**config.mk**
```make
export PLATFORM = sky130hd
export DESIGN_NAME = dual_comparator_control
export DESIGN_NICKNAME = d
export VERILOG_FILES = /design/src/verilog/cmp_ctrl_pkg.sv /design/src/verilog/cmp_channel.sv /design/src/verilog/dual_comparator_control.sv
export SDC_FILE = /design/constraint.sdc
export NUM_CORES = 1
export LEC_CHECK = 0
export ABC_AREA = 1
export BUFFER_PORTS_ARGS = -buffer_cell sky130_fd_sc_hd__buf_2
export CAP_MARGIN = 10
export CORE_ASPECT_RATIO = 1.4
export CORE_MARGIN = 3
export CORE_UTILIZATION = 46
export CTS_CLUSTER_SIZE = 14
export DETAILED_ROUTE_END_ITERATION = 12
export PLACE_DENSITY = 0.76
export SYNTH_ARGS = -nofsm -noshare
export SYNTH_HDL_FRONTEND = slang
export SYNTH_HIERARCHICAL = 1
export SYNTH_SLANG_ARGS = --single-unit
```
**constraint.sdc**
```tcl
create_clock -name clock -period 0.98 [get_ports clock]
set_clock_uncertainty 0.05 [all_clocks]
set_input_delay 0.147 -clock clock [delete_from_list [all_inputs] [get_ports clock]]
set_output_delay 0.147 -clock clock [all_outputs]
set_load 0.005 [all_outputs]
```
**src/verilog/cmp_ctrl_pkg.sv**
```systemverilog
/*
  Constants, register map and carrier types for the dual comparator
  control block.
  Assumes one 200 MHz clock and a plain single-cycle register port.
*/
package cmp_ctrl_pkg;

   localparam int ADDR_W = 4;
   localparam int DATA_W = 32;

   // Register indices (byte address = 4 * index)
   localparam logic [ADDR_W-1:0] IDX_CONFIG    = 4'h0;
   localparam logic [ADDR_W-1:0] IDX_PENDING   = 4'h1;
   localparam logic [ADDR_W-1:0] IDX_FORCE     = 4'h2;
   localparam logic [ADDR_W-1:0] IDX_GATE      = 4'h3;
   localparam logic [ADDR_W-1:0] IDX_GATED     = 4'h4;
   localparam logic [ADDR_W-1:0] IDX_C0_COARSE = 4'h5;
   localparam logic [ADDR_W-1:0] IDX_C0_FINE   = 4'h6;
   localparam logic [ADDR_W-1:0] IDX_C1_COARSE = 4'h7;
   localparam logic [ADDR_W-1:0] IDX_C1_FINE   = 4'h8;

   // Config field positions; comparator 1 sits CH_STRIDE above comparator 0
   localparam int CH_STRIDE  = 8;
   localparam int SPEED_LSB  = 0;
   localparam int HYST_BIT   = 2;
   localparam int EDGE_LSB   = 4;
   localparam int RESULT_BIT = 6;
   localparam int ON_BIT     = 7;

   localparam int COARSE_W = 5;
   localparam int FINE_W   = 4;

   typedef enum logic [1:0] {
      SPEED_SLOW = 2'h0,
      SPEED_FAST = 2'h1,
      SPEED_ULP  = 2'h2
   } speed_t;

   typedef enum logic [1:0] {
      EDGE_OFF  = 2'h0,
      EDGE_RISE = 2'h1,
      EDGE_FALL = 2'h2,
      EDGE_BOTH = 2'h3
   } edge_t;

   localparam logic [1:0]          SPEED_RST  = 2'h0;
   localparam logic [1:0]          EDGE_RST   = 2'h0;
   localparam logic                HYST_RST   = 1'h0;
   localparam logic [COARSE_W-1:0] COARSE_RST = 5'h10;
   localparam logic [FINE_W-1:0]   FINE_RST   = 4'h0;

   // Settings toward one analog comparator core
   typedef struct packed {
      logic                on;
      logic [1:0]          speed;
      logic                hyst_off;
      logic [COARSE_W-1:0] coarse_offset;
      logic [FINE_W-1:0]   fine_offset;
      logic                fine_valid;
   } analog_ctl_t;

   // Register port request
   typedef struct packed {
      logic [ADDR_W-1:0] addr;
      logic [DATA_W-1:0] wdata;
      logic              wr;
      logic              rd;
   } reg_req_t;

endpackage

```
**src/verilog/cmp_channel.sv**
```systemverilog
/*
  One comparator channel: synchroniser, edge detector and pending flag.
  Assumes the raw result is asynchronous to clock.
*/
`timescale 1ns/100ps
module cmp_channel
   import cmp_ctrl_pkg::*;
(
   input  wire logic       clock,
   input  wire logic       rst_b,
   input  wire logic       raw_result,
   input  wire logic       on,
   input  wire logic [1:0] edge_type_sel,
   input  wire logic       clr,
   input  wire logic       force_set,
   output logic            result_r,
   output logic            pending_r
);

   logic meta_r;
   logic sync_r;
   logic rise;
   logic fall;
   logic hit;
   logic pending_nxt;

   // Synchroniser held clear while disabled
   always_ff @(posedge clock or negedge rst_b) begin
      if (!rst_b) begin
         meta_r   <= 1'h0;
         sync_r   <= 1'h0;
         result_r <= 1'h0;
      end else begin
         meta_r   <= on & raw_result;
         sync_r   <= on & meta_r;
         result_r <= on & sync_r;
      end
   end

   assign rise = sync_r & ~result_r;
   assign fall = ~sync_r & result_r;
   // Edge qualification
   assign hit  = on & (((edge_type_sel == EDGE_RISE) & rise) |
                       ((edge_type_sel == EDGE_FALL) & fall) |
                       ((edge_type_sel == EDGE_BOTH) & (rise | fall)));
   // Set wins over clear
   assign pending_nxt = hit | force_set | (pending_r & ~clr);

   always_ff @(posedge clock or negedge rst_b) begin
      if (!rst_b) begin
         pending_r <= 1'h0;
      end else begin
         pending_r <= pending_nxt;
      end
   end

endmodule

```
**src/verilog/dual_comparator_control.sv**
```systemverilog
/*
  Control and status for two low-power comparators: configuration,
  pending/force/gate registers, trim registers and the CPU request.
  Assumes a single-cycle register port and asynchronous comparator
  results from the analog cores.
*/
// Added by the designer: the strobed register port and the register addresses.
`timescale 1ns/100ps
module dual_comparator_control
   import cmp_ctrl_pkg::*;
(
   input  wire logic              clock,
   input  wire logic              rst_b,
   input  wire logic [ADDR_W-1:0] addr,
   input  wire logic [DATA_W-1:0] wdata,
   input  wire logic              wr,
   input  wire logic              rd,
   input  wire logic              cmp0_raw,
   input  wire logic              cmp1_raw,
   output logic       [DATA_W-1:0] rdata,
   output analog_ctl_t            cmp0_ctl,
   output analog_ctl_t            cmp1_ctl,
   output logic                   comp_irq,
   output logic                   wake_req
);

   // ------------------------------------------------------------
   // Request decode
   // ------------------------------------------------------------
   reg_req_t req;
   assign req = '{addr: addr, wdata: wdata, wr: wr, rd: rd};

   wire wr_config  = req.wr & (req.addr == IDX_CONFIG);
   wire wr_pending = req.wr & (req.addr == IDX_PENDING);
   wire wr_force   = req.wr & (req.addr == IDX_FORCE);
   wire wr_gate    = req.wr & (req.addr == IDX_GATE);

   // ------------------------------------------------------------
   // Per-comparator state
   // ------------------------------------------------------------
   logic [1:0]          speed_r  [2];
   logic [1:0]          edge_r   [2];
   logic                hyst_r   [2];
   logic                on_r     [2];
   logic                gate_r   [2];
   logic [COARSE_W-1:0] coarse_r [2];
   logic [FINE_W-1:0]   fine_r   [2];
   logic                result   [2];
   logic                pending  [2];
   logic [1:0]          gated;
   logic [1:0]          armed;
   logic [DATA_W-1:0]   cfg_word;
   logic [1:0]          raw;

   assign raw = {cmp1_raw, cmp0_raw};

   genvar g;
   generate
      for (g = 0; g < 2; g++) begin : ch
         localparam int B = g * CH_STRIDE;
         localparam logic [ADDR_W-1:0] IC = (g == 0) ? IDX_C0_COARSE
                                                      : IDX_C1_COARSE;
         localparam logic [ADDR_W-1:0] IF = (g == 0) ? IDX_C0_FINE
                                                      : IDX_C1_FINE;
         wire wr_coarse = req.wr & (req.addr == IC);
         wire wr_fine   = req.wr & (req.addr == IF);
         // Gate with the enable the core itself sees
         wire core_on   = (g == 0) ? cmp0_ctl.on : cmp1_ctl.on;

         // Config fields per channel
         always_ff @(posedge clock or negedge rst_b) begin
            if (!rst_b) begin
               speed_r[g] <= SPEED_RST;
               edge_r[g]  <= EDGE_RST;
               hyst_r[g]  <= HYST_RST;
               on_r[g]    <= 1'h0;
               gate_r[g]  <= 1'h0;
               coarse_r[g] <= COARSE_RST;
               fine_r[g]  <= FINE_RST;
            end else begin
               if (wr_config) begin
                  speed_r[g] <= req.wdata[B+SPEED_LSB +: 2];
                  edge_r[g]  <= req.wdata[B+EDGE_LSB +: 2];
                  hyst_r[g]  <= req.wdata[B+HYST_BIT];
                  on_r[g]    <= req.wdata[B+ON_BIT];
               end
               if (wr_gate) begin
                  gate_r[g] <= req.wdata[g];
               end
               // Trim register pairs
               if (wr_coarse) begin
                  coarse_r[g] <= req.wdata[COARSE_W-1:0];
               end
               if (wr_fine) begin
                  fine_r[g] <= req.wdata[FINE_W-1:0];
               end
            end
         end

         cmp_channel u_chan (
            .clock         (clock),
            .rst_b         (rst_b),
            .raw_result    (raw[g]),
            .on            (core_on),
            .edge_type_sel (edge_r[g]),
            .clr           (wr_pending & req.wdata[g]),
            .force_set     (wr_force & req.wdata[g]),
            .result_r      (result[g]),
            .pending_r     (pending[g])
         );

         // Mask gating toward the CPU
         assign gated[g] = pending[g] & gate_r[g];
         // Wakeup qualification
         assign armed[g] = on_r[g] & (edge_r[g] != EDGE_OFF) & gate_r[g];
      end
   endgenerate

   // ------------------------------------------------------------
   // Read mux
   // ------------------------------------------------------------
   always_comb begin
      cfg_word = '0;
      for (int i = 0; i < 2; i++) begin
         cfg_word[i*CH_STRIDE+SPEED_LSB +: 2] = speed_r[i];
         cfg_word[i*CH_STRIDE+HYST_BIT]       = hyst_r[i];
         cfg_word[i*CH_STRIDE+EDGE_LSB +: 2]  = edge_r[i];
         // Synchronised status bit
         cfg_word[i*CH_STRIDE+RESULT_BIT]     = result[i];
         cfg_word[i*CH_STRIDE+ON_BIT]         = on_r[i];
      end
   end

   wire [DATA_W-1:0] pend_word  = {30'h0, pending[1], pending[0]};
   wire [DATA_W-1:0] gate_word  = {30'h0, gate_r[1], gate_r[0]};
   wire [DATA_W-1:0] gated_word = {30'h0, gated};

   logic [DATA_W-1:0] rdata_nxt;
   always_comb begin
      case (req.addr)
         IDX_CONFIG:    rdata_nxt = cfg_word;
         IDX_PENDING:   rdata_nxt = pend_word;
         IDX_FORCE:     rdata_nxt = pend_word;
         IDX_GATE:      rdata_nxt = gate_word;
         IDX_GATED:     rdata_nxt = gated_word;
         IDX_C0_COARSE: rdata_nxt = {27'h0, coarse_r[0]};
         IDX_C0_FINE:   rdata_nxt = {28'h0, fine_r[0]};
         IDX_C1_COARSE: rdata_nxt = {27'h0, coarse_r[1]};
         IDX_C1_FINE:   rdata_nxt = {28'h0, fine_r[1]};
         default:       rdata_nxt = '0;
      endcase
   end

   // ------------------------------------------------------------
   // Analog settings
   // ------------------------------------------------------------
   analog_ctl_t ctl_nxt [2];
   always_comb begin
      for (int i = 0; i < 2; i++) begin
         ctl_nxt[i].on            = on_r[i];
         ctl_nxt[i].speed         = speed_r[i];
         ctl_nxt[i].hyst_off      = hyst_r[i];
         ctl_nxt[i].coarse_offset = coarse_r[i];
         ctl_nxt[i].fine_offset   = fine_r[i];
         // Fine trim only meaningful in slow mode
         ctl_nxt[i].fine_valid    = (speed_r[i] == SPEED_SLOW);
      end
   end

   // ------------------------------------------------------------
   // Output flops
   // ------------------------------------------------------------
   always_ff @(posedge clock or negedge rst_b) begin
      if (!rst_b) begin
         rdata    <= '0;
         cmp0_ctl <= '0;
         cmp1_ctl <= '0;
         comp_irq <= 1'h0;
         wake_req <= 1'h0;
      end else begin
         rdata    <= req.rd ? rdata_nxt : '0;
         cmp0_ctl <= ctl_nxt[0];
         cmp1_ctl <= ctl_nxt[1];
         comp_irq <= |gated;
         wake_req <= |(gated & armed);
      end
   end

endmodule
```
==> results.toml <==
[status]
status = "complete, but fails checks"
failed_checks = "setup timing"

[timing]
post-route-period-util_pct = 111
finalHoldViolCount = 0
rsz0062_at_grt = "yes"
fin_crit_ns = 1.09
drv_slew = 0
setup_viol = 50
max_freq_mhz = 919
layout_setup_ws_ns = -0.108

[finish]
layout_common_cells = "82 x dfrtp_1, 74 x nand2_1, 66 x buf_2"
antennaDiodeCount = 0
fin_nets = 504
multi_input_area_sq_um = 1020
seq_area_sq_um = 2130
final_common_cell = "dfrtp_1"
drive_gt1_share_pct = 32.4
synthToLayoutAreaGrowth_pct = 31.6
fin_cells = 558
fill_cells = 588

[detailed_routing]
post_drt_wl_per_cell_um = 12.2
avgViaCountPerCell = 4.52
route.final.wire_length_um = 6820
first_iter_violations = 128
dr.pass1.iters = 7
ant_nets = 0
num_vias = 2521
drc = 0

[setup_path]
crit_family = "flip-flops"
cp_num_cells = 1
cp_num_buf_inv = 1
cp_max_fo = 2
reg2reg_depth = 7
slowest_stage = "dfrtp_1"
r2r_end = "rdata[0]"
critPathLaunchType = "flip-flop"
worstSetupEndpointType = "primary output"
critPathMaxStageDelay_ns = 0.41
path_cells = "buf_2"
crit_type = "flip-flop to primary output"
regToRegStartpoint = "gate_r[1]"
crit_required_ns = 0.78
crit_arrival_ns = 0.89
rrSetupSlack_ns = -0.09

[placed_design]
pre_cts_ws_ns = -0.230
post-dp-hpwl_um = 4990
dp.cells = 525
gp_congestion = 0.913
port_buffers = 67

[yosys]
synth_cells = 344
yosysWarningCount = 6
synth_area_sq_um = 3380
synth_top_area_share_pct = 61.4
synth.largest_area_cell = "dfrtp_1"
syn_avg_cell_area_sq_um = 9.84
ys_ff_latch = 85
ys_seq_area_share_pct = 62.9
synth.area.top_cells = "dfrtp_1 61%, nand2_1 8.4%, inv_1 5.2%, buf_4 4.2%, nor2_1 4.2%"
synth_cell_type_count = 24

[global_route]
grt_pass1_vias = 2493
grt_max_degree = 32
antenna_found_initial = 0
grt_usage_pct = 17.0
grt_pass1_wl_um = 11000
grt_overflow = 0

[floorplan]
chipHeight_um = 107
ioPinCount = 104
start_util_pct = 47.9
fp.dieW_um = 78.5
core-area_sq_um = 7070
core.rowCount = 36
die_area_sq_um = 8440

[power]
powerDensity_nw_per_um2 = 1990
power_leakage_nw = 2.45
vdd_ir_drop_max_v = 0.00115

[clock_network]
clkLatencyLatePin_ns = 0.35
clkTransAtPathRegs_ns = 0.08
cts_tree = "built"
cts-root-buf = "clkbuf_8"
cts_sinks = 85
htreeDepth = 3
cts_buffers = 9
cts_buffer_depth = 2

[hold_path]
hold_class = "primary input to flip-flop"
holdPathStages = 3
holdCritStartpoint = "wdata[4]"
min_to = "coarse_r[9]"

[run]
cap_viol_max_count = 0
## kinds of logic after synthesis
family	after synthesis	synth area share (%)
buffers and inverters	71	10.6
AOI/OAI and AO/OA	36	6.32
other	1	0.111
and+or+nand+nor	147	18.5
adders and majority gates	4	1.48
DFF	85	62.9
## report_power, final
group,internal [mW],total [mW],switching (mW),leakage (nW)
registers,4.10,4.44,0.335,1.05
clock network,1.76,2.95,1.19,0.127
logic,0.724,1.47,0.747,1.27
total,6.59,8.86,2.27,2.45
## synthesized netlist by cell type
library cell and n:
o21ai_1 9, buf_6 3, ha_1 4, nand2_1 76, nand2_2 3, nor2_2 2
conb_1 1, nand2_4 1, nand4_1 1, clkbuf_1 1, nand3_1 21, o32ai_1 1
a21oi_1 2, inv_2 1, nor2_4 2, and2_1 2, dfrtp_1 83, a21oi_2 8
o21ai_0 16, buf_4 19, inv_1 47, nor3_2 1, dfstp_2 2, nor2_1 38
## final cells by class
cell class / count / share of cell area [%]
multi-input combinational: 204 / 22.8
clock buffer: 10 / 3.09
timing repair buffer: 110 / 17.1
tap: 95 / 2.67
sequential: 85 / 47.9
clock inverter: 6 / 2.44
inverter: 48 / 4.05
## routing by layer
layer | share of wire, % | vias up | GRT usage [%]
met1 | 39 | 1173 | 19.1
met3 | 5.6 | 12 | 4.44
met5 | 0 | - | 0
met2 | 53 | 81 | 29.6
met4 | 2.4 | 0 | 8.75
li1 | - | 1255 | -
## through the flow
stage	utilization (%)	power (mW)	instance area (sq um)	hold WS, ns	setup TNS [ns]
after floorplan	-	5.11	3460	-0.199	-0.518
final	63.0	8.86	4450	0.0294	-2.59
after CTS	62.1	8.84	4390	0.0183	-3.70
after global routing	63.0	9.35	4450	0.0443	-4.65
after global placement	56.4	5.72	3990	-0.00381	-6.32
after detailed placement	56.4	5.79	3990	0.00154	-6.97
## timing repair
item / in CTS / in global routing
buffers inserted: 3 / 3
setup endpoints to repair: 50 / 50
pin swaps: 3 / 12
hold buffers: 12 / 0
hold endpoints to repair: 96 / 0
gates resized for setup: 3 / 12
## how the worst max path moves through the flow
stage | slack, ns | startpoint | endpoint
after floorplan | -0.06 | addr[3] | cfg_word[7]
after global placement | -0.20 | addr[1] | cfg_word[10]
after detailed placement | -0.23 | addr[1] | cfg_word[8]
after CTS | -0.13 | ch[0].core_on | cmp0_ctl[13]
after global routing | -0.16 | gate_r[1] | rdata[0]
final | -0.11 | ch[0].core_on | cmp0_ctl[13]
## sequential cells by signal (all words and copies together) (netlist names)
signal               flops
cfg_word                12
ch.core_on               2
ch.u_chan/meta_r         2
ch.u_chan/pending_r      2
ch.u_chan/result_r       2
ch.u_chan/sync_r         2
cmp0_ctl                13
cmp1_ctl                13
coarse_r                10
comp_irq                 1
ctl_nxt                  8
gate_r                   2
rdata                   15
wake_req                 1
No activity file was read; power rests on OpenSTA's default activity.
